**src/core/pwm_act_map.vh**
```
// Register offsets, field positions and reset values of the output action block
// Assumes a 12-bit register offset and 32-bit data words
`ifndef PWM_ACT_MAP_VH
`define PWM_ACT_MAP_VH

// Register offsets
`define OFS_MASTER_CTL 12'h000
`define OFS_OUT_STATE 12'h008
`define OFS_GEN0_CTL 12'h040
`define OFS_GEN0_ACT_A 12'h060
`define OFS_GEN0_ACT_B 12'h064
`define OFS_GEN1_CTL 12'h080
`define OFS_GEN1_ACT_A 12'h0a0
`define OFS_GEN1_ACT_B 12'h0a4

// Action register fields
`define ACT_W 12
`define ACT_ZERO_LSB 0
`define ACT_LOAD_LSB 2
`define ACT_CMPA_UP_LSB 4
`define ACT_CMPA_DN_LSB 6
`define ACT_CMPB_UP_LSB 8
`define ACT_CMPB_DN_LSB 10

// Action codes
`define ACT_KEEP 2'h0
`define ACT_TOGGLE 2'h1
`define ACT_LOW 2'h2
`define ACT_HIGH 2'h3

// Generator control fields
`define CTL_W 3
`define CTL_MODE_BIT 0
`define CTL_A_UPD_BIT 1
`define CTL_B_UPD_BIT 2

// Master control fields
`define MCTL_SYNC_W 2

// Reset values
`define ACT_RST 12'h000
`define CTL_RST 3'h0
`define MCTL_RST 2'h0

`endif

```
**src/core/ahb_reg_slave.v**
```verilog
// AHB-Lite slave front end: single-word register access
// Assumes one slave per bus, hready fed back from hreadyout
`timescale 1ns/10ps
`default_nettype none
module ahb_reg_slave (
    input wire hclk_i,
    input wire hresetn_i,
    input wire hsel_i,
    input wire [31:0] haddr_i,
    input wire [1:0] htrans_i,
    input wire hwrite_i,
    input wire [2:0] hsize_i,
    input wire hready_i,
    input wire [31:0] hwdata_i,
    output wire hreadyout_o,
    output wire hresp_o,
    output reg [31:0] hrdata_o,
    output wire reg_wr_o,
    output wire [11:0] reg_addr_o,
    output wire [31:0] reg_wdata_o,
    input wire [31:0] reg_rdata_i
);
    reg [11:0] addr_r;
    reg wr_pend_r;
    reg rd_wait_r;
    wire take;

    // Address phase accepted
    assign take = hsel_i & htrans_i[1] & hready_i;
    // Reads take one wait state to register read data
    assign hreadyout_o = ~rd_wait_r;
    assign hresp_o = 1'b0;
    assign reg_wr_o = wr_pend_r;
    assign reg_addr_o = addr_r;
    assign reg_wdata_o = hwdata_i;

    always @(posedge hclk_i or negedge hresetn_i) begin
        if (!hresetn_i) begin
            addr_r <= 12'h000;
            wr_pend_r <= 1'b0;
            rd_wait_r <= 1'b0;
            hrdata_o <= 32'h0000_0000;
        end else begin
            if (take) begin
                addr_r <= {haddr_i[11:2], 2'b00};
            end
            wr_pend_r <= take & hwrite_i & (hsize_i == 3'h2);
            rd_wait_r <= take & ~hwrite_i;
            if (rd_wait_r) begin
                hrdata_o <= reg_rdata_i;
            end
        end
    end
endmodule
`default_nettype wire

```
**src/core/pwm_action_unit.v**
```verilog
// One output channel: pending and active action sets, event priority, output flop
// Assumes event strobes are one-cycle pulses on the same clock
`timescale 1ns/10ps
`default_nettype none
`include "pwm_act_map.vh"
module pwm_action_unit #(
    parameter CMP_B_WINS = 0
) (
    input wire clk_i,
    input wire resetn_i,
    input wire wr_i,
    input wire [`ACT_W-1:0] wdata_i,
    input wire sync_mode_i,
    input wire sync_req_i,
    input wire ev_zero_i,
    input wire ev_load_i,
    input wire ev_a_up_i,
    input wire ev_a_dn_i,
    input wire ev_b_up_i,
    input wire ev_b_dn_i,
    output wire [`ACT_W-1:0] cfg_o,
    output wire out_o
);
    reg [`ACT_W-1:0] pend_r;
    reg pend_valid_r;
    reg [`ACT_W-1:0] act_r;
    reg out_r;
    reg out_nxt;
    wire apply;
    wire [`ACT_W-1:0] use_cfg;
    wire ev_a;
    wire ev_b;
    wire [1:0] code_a;
    wire [1:0] code_b;

    function out_step;
        input cur;
        input [1:0] code;
        begin
            case (code)
                `ACT_KEEP: out_step = cur;
                `ACT_TOGGLE: out_step = ~cur;
                `ACT_LOW: out_step = 1'b0;
                `ACT_HIGH: out_step = 1'b1;
                default: out_step = cur;
            endcase
        end
    endfunction

    // New set loads only at counter zero
    assign apply = ev_zero_i & pend_valid_r & (~sync_mode_i | sync_req_i);
    assign use_cfg = apply ? pend_r : act_r;
    assign cfg_o = pend_r;
    assign out_o = out_r;

    assign ev_a = ev_a_up_i | ev_a_dn_i;
    assign ev_b = ev_b_up_i | ev_b_dn_i;
    assign code_a = ev_a_up_i ? use_cfg[`ACT_CMPA_UP_LSB +: 2] : use_cfg[`ACT_CMPA_DN_LSB +: 2];
    assign code_b = ev_b_up_i ? use_cfg[`ACT_CMPB_UP_LSB +: 2] : use_cfg[`ACT_CMPB_DN_LSB +: 2];

    always @* begin
        out_nxt = out_r;
        if (ev_zero_i | ev_load_i) begin
            // Counter events override compares
            if (ev_zero_i) begin
                out_nxt = out_step(out_nxt, use_cfg[`ACT_ZERO_LSB +: 2]);
            end
            if (ev_load_i) begin
                out_nxt = out_step(out_nxt, use_cfg[`ACT_LOAD_LSB +: 2]);
            end
        end else if (ev_a & ev_b) begin
            if (CMP_B_WINS != 0) begin
                out_nxt = out_step(out_r, code_b);
            end else begin
                out_nxt = out_step(out_r, code_a);
            end
        end else if (ev_a) begin
            out_nxt = out_step(out_r, code_a);
        end else if (ev_b) begin
            out_nxt = out_step(out_r, code_b);
        end
    end

    always @(posedge clk_i or negedge resetn_i) begin
        if (!resetn_i) begin
            pend_r <= `ACT_RST;
            pend_valid_r <= 1'b0;
            act_r <= `ACT_RST;
            out_r <= 1'b0;
        end else begin
            out_r <= out_nxt;
            if (apply) begin
                act_r <= pend_r;
            end
            // Newest write replaces any pending set
            if (wr_i) begin
                pend_r <= wdata_i;
                pend_valid_r <= 1'b1;
            end else if (apply) begin
                pend_valid_r <= 1'b0;
            end
        end
    end
endmodule
`default_nettype wire

```
**src/core/pwm_output_action_logic.v**
```verilog
// Output action logic for two generators, A and B outputs each, on AHB-Lite
// Assumes counter and comparator event pulses come from logic on CLK_I
//
// Behaviour
// - Action codes: 0 keep, 1 toggle, 2 drive low, 3 drive high.
// - Bits 9:8 act on compare B while counting up, up/down mode only.
// - Bits 7:6 act on compare A while counting down.
// - Bits 5:4 act on compare A while counting up, up/down mode only.
// - Bits 3:2 act when the counter equals the load value.
// - Bits 1:0 act when the counter equals zero.
// - Down mode gives four events; up/down mode gives all six.
// - Zero or load action overrides any coinciding compare action.
// - On the B output, compare B beats a coinciding compare A.
// - Each generator has its own B action register driving its own B output.
// - Immediate update mode applies a newly written set at the next zero.
// - Synchronous mode applies it at the first zero after a sync request.
// - A rewrite before the update discards the earlier pending set.
// - On the A output, compare A beats a coinciding compare B.
// - Bits 11:10 act on compare B while counting down.
//
// Decided for this implementation: register access over AHB-Lite.
`timescale 1ns/10ps
`default_nettype none
`include "pwm_act_map.vh"
module pwm_output_action_logic (
    input wire CLK_I,
    input wire RESETN_I,
    input wire HSEL_I,
    input wire [31:0] HADDR_I,
    input wire [1:0] HTRANS_I,
    input wire HWRITE_I,
    input wire [2:0] HSIZE_I,
    input wire [2:0] HBURST_I,
    input wire [3:0] HPROT_I,
    input wire HREADY_I,
    input wire [31:0] HWDATA_I,
    output wire HREADYOUT_O,
    output wire HRESP_O,
    output wire [31:0] HRDATA_O,
    input wire [1:0] CNT_ZERO_I,
    input wire [1:0] CNT_LOAD_I,
    input wire [1:0] CMP_A_I,
    input wire [1:0] CMP_B_I,
    input wire [1:0] CNT_UP_I,
    output wire GEN0_OUTPUT_A_O,
    output wire GEN0_OUTPUT_B_O,
    output wire GEN1_OUTPUT_A_O,
    output wire GEN1_OUTPUT_B_O
);
    wire reg_wr;
    wire [11:0] reg_addr;
    wire [31:0] reg_wdata;
    reg [31:0] reg_rdata;

    reg [`CTL_W-1:0] gen0_ctl_r;
    reg [`CTL_W-1:0] gen1_ctl_r;
    reg [`MCTL_SYNC_W-1:0] sync_req_r;
    reg [`MCTL_SYNC_W-1:0] sync_req_nxt;

    wire wr_gen0_ctl;
    wire wr_gen1_ctl;
    wire wr_master;
    wire wr_gen0_a;
    wire wr_gen0_b;
    wire wr_gen1_a;
    wire wr_gen1_b;

    wire [`ACT_W-1:0] gen0_a_cfg;
    wire [`ACT_W-1:0] gen0_b_cfg;
    wire [`ACT_W-1:0] gen1_a_cfg;
    wire [`ACT_W-1:0] gen1_b_cfg;

    wire [1:0] up_mode;
    wire [1:0] counting_up;
    wire [1:0] ev_a_up;
    wire [1:0] ev_a_dn;
    wire [1:0] ev_b_up;
    wire [1:0] ev_b_dn;

    wire gen0_out_a;
    wire gen0_out_b;
    wire gen1_out_a;
    wire gen1_out_b;

    function hit;
        input [11:0] addr;
        input [11:0] ofs;
        begin
            hit = (addr == ofs);
        end
    endfunction

    ahb_reg_slave u_bus (
        .hclk_i(CLK_I),
        .hresetn_i(RESETN_I),
        .hsel_i(HSEL_I),
        .haddr_i(HADDR_I),
        .htrans_i(HTRANS_I),
        .hwrite_i(HWRITE_I),
        .hsize_i(HSIZE_I),
        .hready_i(HREADY_I),
        .hwdata_i(HWDATA_I),
        .hreadyout_o(HREADYOUT_O),
        .hresp_o(HRESP_O),
        .hrdata_o(HRDATA_O),
        .reg_wr_o(reg_wr),
        .reg_addr_o(reg_addr),
        .reg_wdata_o(reg_wdata),
        .reg_rdata_i(reg_rdata)
    );

    // Write decode
    assign wr_master = reg_wr & hit(reg_addr, `OFS_MASTER_CTL);
    assign wr_gen0_ctl = reg_wr & hit(reg_addr, `OFS_GEN0_CTL);
    assign wr_gen1_ctl = reg_wr & hit(reg_addr, `OFS_GEN1_CTL);
    assign wr_gen0_a = reg_wr & hit(reg_addr, `OFS_GEN0_ACT_A);
    assign wr_gen0_b = reg_wr & hit(reg_addr, `OFS_GEN0_ACT_B);
    assign wr_gen1_a = reg_wr & hit(reg_addr, `OFS_GEN1_ACT_A);
    assign wr_gen1_b = reg_wr & hit(reg_addr, `OFS_GEN1_ACT_B);

    // Read mux, unmapped offsets read zero
    always @* begin
        reg_rdata = 32'h0000_0000;
        case (reg_addr)
            `OFS_MASTER_CTL: reg_rdata = {30'h0000_0000, sync_req_r};
            `OFS_OUT_STATE: reg_rdata = {28'h000_0000, gen1_out_b, gen1_out_a,
                gen0_out_b, gen0_out_a};
            `OFS_GEN0_CTL: reg_rdata = {29'h0000_0000, gen0_ctl_r};
            `OFS_GEN1_CTL: reg_rdata = {29'h0000_0000, gen1_ctl_r};
            `OFS_GEN0_ACT_A: reg_rdata = {20'h0_0000, gen0_a_cfg};
            `OFS_GEN0_ACT_B: reg_rdata = {20'h0_0000, gen0_b_cfg};
            `OFS_GEN1_ACT_A: reg_rdata = {20'h0_0000, gen1_a_cfg};
            `OFS_GEN1_ACT_B: reg_rdata = {20'h0_0000, gen1_b_cfg};
            default: reg_rdata = 32'h0000_0000;
        endcase
    end

    // Sync request held per generator until its next zero; a new request wins
    always @* begin
        sync_req_nxt = sync_req_r & ~CNT_ZERO_I;
        if (wr_master) begin
            sync_req_nxt = sync_req_nxt | reg_wdata[`MCTL_SYNC_W-1:0];
        end
    end

    always @(posedge CLK_I or negedge RESETN_I) begin
        if (!RESETN_I) begin
            gen0_ctl_r <= `CTL_RST;
            gen1_ctl_r <= `CTL_RST;
            sync_req_r <= `MCTL_RST;
        end else begin
            sync_req_r <= sync_req_nxt;
            if (wr_gen0_ctl) begin
                gen0_ctl_r <= reg_wdata[`CTL_W-1:0];
            end
            if (wr_gen1_ctl) begin
                gen1_ctl_r <= reg_wdata[`CTL_W-1:0];
            end
        end
    end

    // Event qualification: up events exist only in up/down mode
    assign up_mode = {gen1_ctl_r[`CTL_MODE_BIT], gen0_ctl_r[`CTL_MODE_BIT]};
    assign counting_up = up_mode & CNT_UP_I;
    assign ev_a_up = CMP_A_I & counting_up;
    assign ev_a_dn = CMP_A_I & ~counting_up;
    assign ev_b_up = CMP_B_I & counting_up;
    assign ev_b_dn = CMP_B_I & ~counting_up;

    pwm_action_unit #(
        .CMP_B_WINS(0)
    ) u_gen0_a (
        .clk_i(CLK_I),
        .resetn_i(RESETN_I),
        .wr_i(wr_gen0_a),
        .wdata_i(reg_wdata[`ACT_W-1:0]),
        .sync_mode_i(gen0_ctl_r[`CTL_A_UPD_BIT]),
        .sync_req_i(sync_req_r[0]),
        .ev_zero_i(CNT_ZERO_I[0]),
        .ev_load_i(CNT_LOAD_I[0]),
        .ev_a_up_i(ev_a_up[0]),
        .ev_a_dn_i(ev_a_dn[0]),
        .ev_b_up_i(ev_b_up[0]),
        .ev_b_dn_i(ev_b_dn[0]),
        .cfg_o(gen0_a_cfg),
        .out_o(gen0_out_a)
    );

    pwm_action_unit #(
        .CMP_B_WINS(1)
    ) u_gen0_b (
        .clk_i(CLK_I),
        .resetn_i(RESETN_I),
        .wr_i(wr_gen0_b),
        .wdata_i(reg_wdata[`ACT_W-1:0]),
        .sync_mode_i(gen0_ctl_r[`CTL_B_UPD_BIT]),
        .sync_req_i(sync_req_r[0]),
        .ev_zero_i(CNT_ZERO_I[0]),
        .ev_load_i(CNT_LOAD_I[0]),
        .ev_a_up_i(ev_a_up[0]),
        .ev_a_dn_i(ev_a_dn[0]),
        .ev_b_up_i(ev_b_up[0]),
        .ev_b_dn_i(ev_b_dn[0]),
        .cfg_o(gen0_b_cfg),
        .out_o(gen0_out_b)
    );

    pwm_action_unit #(
        .CMP_B_WINS(0)
    ) u_gen1_a (
        .clk_i(CLK_I),
        .resetn_i(RESETN_I),
        .wr_i(wr_gen1_a),
        .wdata_i(reg_wdata[`ACT_W-1:0]),
        .sync_mode_i(gen1_ctl_r[`CTL_A_UPD_BIT]),
        .sync_req_i(sync_req_r[1]),
        .ev_zero_i(CNT_ZERO_I[1]),
        .ev_load_i(CNT_LOAD_I[1]),
        .ev_a_up_i(ev_a_up[1]),
        .ev_a_dn_i(ev_a_dn[1]),
        .ev_b_up_i(ev_b_up[1]),
        .ev_b_dn_i(ev_b_dn[1]),
        .cfg_o(gen1_a_cfg),
        .out_o(gen1_out_a)
    );

    pwm_action_unit #(
        .CMP_B_WINS(1)
    ) u_gen1_b (
        .clk_i(CLK_I),
        .resetn_i(RESETN_I),
        .wr_i(wr_gen1_b),
        .wdata_i(reg_wdata[`ACT_W-1:0]),
        .sync_mode_i(gen1_ctl_r[`CTL_B_UPD_BIT]),
        .sync_req_i(sync_req_r[1]),
        .ev_zero_i(CNT_ZERO_I[1]),
        .ev_load_i(CNT_LOAD_I[1]),
        .ev_a_up_i(ev_a_up[1]),
        .ev_a_dn_i(ev_a_dn[1]),
        .ev_b_up_i(ev_b_up[1]),
        .ev_b_dn_i(ev_b_dn[1]),
        .cfg_o(gen1_b_cfg),
        .out_o(gen1_out_b)
    );

    // Independent outputs per generator
    assign GEN0_OUTPUT_A_O = gen0_out_a;
    assign GEN0_OUTPUT_B_O = gen0_out_b;
    assign GEN1_OUTPUT_A_O = gen1_out_a;
    assign GEN1_OUTPUT_B_O = gen1_out_b;
endmodule
`default_nettype wire

```
**config.mk**
```make
export PLATFORM = sky130hd
export DESIGN_NAME = pwm_output_action_logic
export DESIGN_NICKNAME = d
export VERILOG_FILES = /design/src/core/ahb_reg_slave.v /design/src/core/pwm_action_unit.v /design/src/core/pwm_output_action_logic.v
export VERILOG_INCLUDE_DIRS = /design/src /design/src/core
export SDC_FILE = /design/constraint.sdc
export NUM_CORES = 1
export LEC_CHECK = 0
export BUFFER_PORTS_ARGS = -buffer_cell sky130_fd_sc_hd__buf_4
export CELL_PAD_IN_SITES_DETAIL_PLACEMENT = 0
export CELL_PAD_IN_SITES_GLOBAL_PLACEMENT = 2
export CORE_AREA = 2 2 145 147
export CTS_CLUSTER_SIZE = 28
export DETAILED_ROUTE_END_ITERATION = 8
export DIE_AREA = 0 0 147 149
export GPL_TIMING_DRIVEN = 1
export PLACE_DENSITY_LB_ADDON = 0.1
export SYNTH_ARGS = -nofsm -noshare
export SYNTH_HDL_FRONTEND = slang
export SYNTH_HIERARCHICAL = 1
export SYNTH_SLANG_ARGS = --single-unit
```
**constraint.sdc**
```tcl
create_clock -name CLK_I -period 3.44 [get_ports CLK_I]
set_input_delay 0.516 -clock CLK_I [delete_from_list [all_inputs] [get_ports CLK_I]]
set_output_delay 0.516 -clock CLK_I [all_outputs]
set_load 0.005 [all_outputs]
```
* Yosys cells after proc, flatten, opt, wreduce, memory -nomap -nowiden *
Cells that the tools add are included.

operators by class
  eq/ne operators = 60
  muxes and demuxes = 66
  bitwise gates (word level) = 55
  reduce and logical (&&, ||, !) cells = 27

operators with widths
  kind                 number
  $pmux 12 s8          1
  $eq 2x2->1 const B   32
  $mux 12              4
  $pmux 1 s4           12
  $mux 1               36
  $eq 2x1->1 const B   16
  $logic_not 2->1      16
  $eq 10x5->1 const B  3
  $eq 10x6->1 const B  3
  $and 1x1->1          22
  $mux 2               9
  $not 1->1            14
  $and 2x2->2          6
  $logic_not 12->1     1
  $pmux 1 s3           4
  $eq 10x2->1 const B  1
  $or 1x1->1           10
  $ne 4x1->1 const B   2
  $ne 4x4->1 const B   2
  $reduce_and 2->1     4
  $reduce_bool 2->1    4
  $reduce_bool 4->1    2
  $not 2->2            2
  $eq 3x2->1 const B   1
  $or 2x2->2           1

word-level totals
  register bits after elaboration = 156
  bits of input ports = 91
  output and inout bits = 38
  logic and storage cells = 231

* Depth between registers and ports, before layout *
  word-level depth = 12
  gate-level depth with buffers = 8
  mapped depth without buffers = 7

* By module *
The synthesis kept the hierarchy.

by module, submodules not included
  module                          times used  cells an instance  area an instance (um2)  sequential area each (um2)
  pwm_action_unit (u_gen0_b ...)  2           118                1,343.8                 650.6
  ahb_reg_slave                   1           132                2,068.2                 1,101.1
  pwm_action_unit (u_gen1_a)      1           114                1,267.5                 650.6
  pwm_action_unit (u_gen0_a)      1           116                1,243.7                 650.6
  pwm_output_action_logic         1           121                994.7                   200.2

* Worst setup path before layout *
OpenSTA, ideal clock, no wires.

  path type = register to register
  start = register u_bus.addr_r[2], in the netlist u_bus/reg_addr_o[2]
  end = register u_gen0_a.pend_r[0], in the netlist u_gen0_a/cfg_o[0]
  setup time = 0.125 ns
  arrival time = 2.152 ns
  data required time = 3.315 ns
  setup slack = 1.163 ns
  cell stages (with the launch flop) = 8
  buffers on the path = 2
  clock period less this slack = 2.277 ns
  cells stage by stage = dfrtp_1 buf_6 nor4_4 and2_1 nand3_1 nor2_1 buf_1 mux2_2

on the way
  word-level cells in the longest chain between the ends = 2

RTL lines
  item                    RTL line                       RTL
  start, declared         ahb_reg_slave.v:23             reg [11:0] addr_r;
  start signal, assigned  ahb_reg_slave.v:45             addr_r <= {haddr_i[11:2], 2'b00};
  $eq 10x5->1             pwm_output_action_logic.v:89   hit = (addr == ofs);
  $and 1x1->1             pwm_output_action_logic.v:116  assign wr_gen0_a = reg_wr & hit(reg_addr, `OFS_GEN0_ACT_A);
  named net wr_gen0_a     pwm_output_action_logic.v:63   wire wr_gen0_a;
  end signal, assigned    pwm_action_unit.v:86           pend_r <= `ACT_RST;
  end signal, assigned    pwm_action_unit.v:97           pend_r <= wdata_i;
  end, declared           pwm_action_unit.v:24           reg [`ACT_W-1:0] pend_r;

The timed path passes the listed nets, and every way through them passes these cells.
A chain may end at the register's enable or synchronous reset.

* Worst setup path in the final report *
  start = register u_bus.addr_r[7], in the netlist u_bus/reg_addr_o[7]
  end = register u_gen1_b.pend_r[10], in the netlist u_gen1_b/cfg_o[10]

on the way
  word-level cells in the longest chain between the ends = 2

RTL lines
  item                  RTL line                       RTL
  $eq 10x6->1           pwm_output_action_logic.v:89
  $and 1x1->1           pwm_output_action_logic.v:119  assign wr_gen1_b = reg_wr & hit(reg_addr, `OFS_GEN1_ACT_B);
  named net wr_gen1_b   pwm_output_action_logic.v:66   wire wr_gen1_b;
  end signal, assigned  pwm_action_unit.v:86
  end signal, assigned  pwm_action_unit.v:97
  end, declared         pwm_action_unit.v:24

The timed path passes the listed nets, and every way through them passes these cells.

==> impl_metrics.ini <==
[outcome]
status = finished clean

[sta]
maxSlewHeadroom_pct = 49.9
post-route-min-period_ps = 2270
rsz0062_at_grt = false
clock.fmax_mhz = 441
fin_crit_sh_pct = 65.9
tightestPinTransition_ps = 745
tns_ps = 0
whs_ps = 74.8
slew_violations = 0
fin_skew_ps = 8.15
worst_slack_ps = 1170
finalHoldViolCount = 0
setup_viol = 0

[cts]
path_clk_slew_ps = 60
cts_max_level = 4
cts_buffers = 17
postCtsSetupBuffers = 0
numClockSinks = 156
cts_resized = 0
clockRootBuffer = clkbuf_16
hold_buffers = 0
clockBufferDepth = 2
clk_latency_ps = 420
cts_tree = yes

[cells_and_area]
syn_to_final_growth_pct = 17.1
filler_cell_count = 1972
final_nets = 873
final_area_sq_mm = 0.00950
antenna-diode-count = 0
multi_input_area_sq_mm = 0.00392
regArea_sq_mm = 0.00391
regMostFlops = u_bus/hrdata_o
largest_reg_flops = 32
drive_gt1_share_pct = 32.7

[power]
p_per_area_mw_per_mm2 = 470
power_leakage_nw = 4.52
irDropWorstVdd_v = 0.000352
finalPower_mw = 4.46

[setup_path]
worstPathRequired_ps = 3740
r2r-start = u_bus/reg_addr_o[7]
startpoint_type = flop
cp-end-kind = flop
crit_type = flop to flop
critical_path.max_fanout = 13
cp-startpoint = u_bus/reg_addr_o[7]
critPathArrivalTime_ps = 2570

[route]
wire_per_inst_um = 19.3
ant_nets = 0
drt_iter0_markers = 299
routed_wirelength_um = 20600
vias = 5678
dr.pass1.iters = 4
route.detailed.drc = 0
vias_per_cell = 5.32

[floorplanning]
start_util_pct = 39.5
die_w_um = 147
io_pins = 129
die-area_sq_mm = 0.0219
die_h_um = 149
coreArea_sq_mm = 0.0206
row_count = 53

[grt]
grt_first_pass_wirelength_um = 33200
track_usage_pct = 19.6
grt_max_degree = 68
antenna_found_initial = 0
grt_pass1_vias = 5874
grt_overflow = 0

[place]
portBuffers = 77
placed_area_sq_mm = 0.00890
gp_congestion = 0.789
dp_worst_setup_slack_ps = 1050
dp_hpwl_um = 15100

[synthesis]
ys_warn_count = 6
synth_cells = 699
synth_area_per_cell_sq_um = 11.6
netlist_area_sq_mm = 0.00811

[run]
cap_violations = 0

[hold_path]
min_path_type = input port to async pin
-- critical path, cell delays in order, from the launching register on --
cell	delay, ps
dfrtp_1	420
nor2b_1	620
nand3_1	340
nor2_1	170
buf_4	240
mux2_2	360
-- layout by cell type (no fill, tap or decap), types with 6 or more instances in the layout --
cell,n
conb_1,23
o21ai_0,23
o21a_1,6
clkbuf_16,17
a22oi_1,21
xnor2_1,8
inv_1,13
a21boi_0,8
nor2b_1,23
mux2_4,40
a211oi_1,6
mux2i_1,14
a21oi_1,7
and3_1,8
nand4b_1,6
o211ai_1,9
mux2_2,77
nor2_1,22
nand3_1,11
nand2b_1,13
nand2_1,84
dfrtp_1,155
buf_4,87
o22ai_1,13
-- final cells by class --
cell class	instances	area share (%)
Multi-Input combinational cell	505	41.2
Sequential cell	156	41.1
Timing Repair Buffer	89	7.20
Clock buffer	23	5.14
Tap cell	275	3.62
Clock inverter	7	1.19
Inverter	13	0.514
-- where the power goes --
group / leakage (nW) / total (mW) / switching (mW) / internal (mW)
Combinational: 2.12 / 0.522 / 0.236 / 0.286
Sequential: 2.11 / 2.02 / 0.102 / 1.92
Clock: 0.295 / 1.92 / 0.715 / 1.21
-- metal layers --
layer  wire length (um)  GRT usage, %
met5                  0             0
met4                397          6.97
met3                488          2.84
met2               9950          32.3
met1               9780          26.7
-- through the flow --
step                      utilization [%]  std cells
after floorplan                         -        720
after detailed placement             43.3       1038
after global placement               43.3       1038
after CTS                            46.2       1068
after global routing                 46.2       1068
final                                46.2       1068
-- worst paths after layout --
check,to,slack (ps),depth (start not counted)
max,u_gen1_b/cfg_o[10],1170,5
min,u_bus/hrdata_o[30],70,1
max reg2reg,u_gen1_b/cfg_o[10],1170,5
min reg2reg,u_gen0_a/act_r[7],480,2
max in group asynchronous,u_gen0_b/act_r[5],2550,2
min in group CLK_I,u_bus/rd_wait_r,260,2
Note: power is estimated with default switching activity, not from simulation.
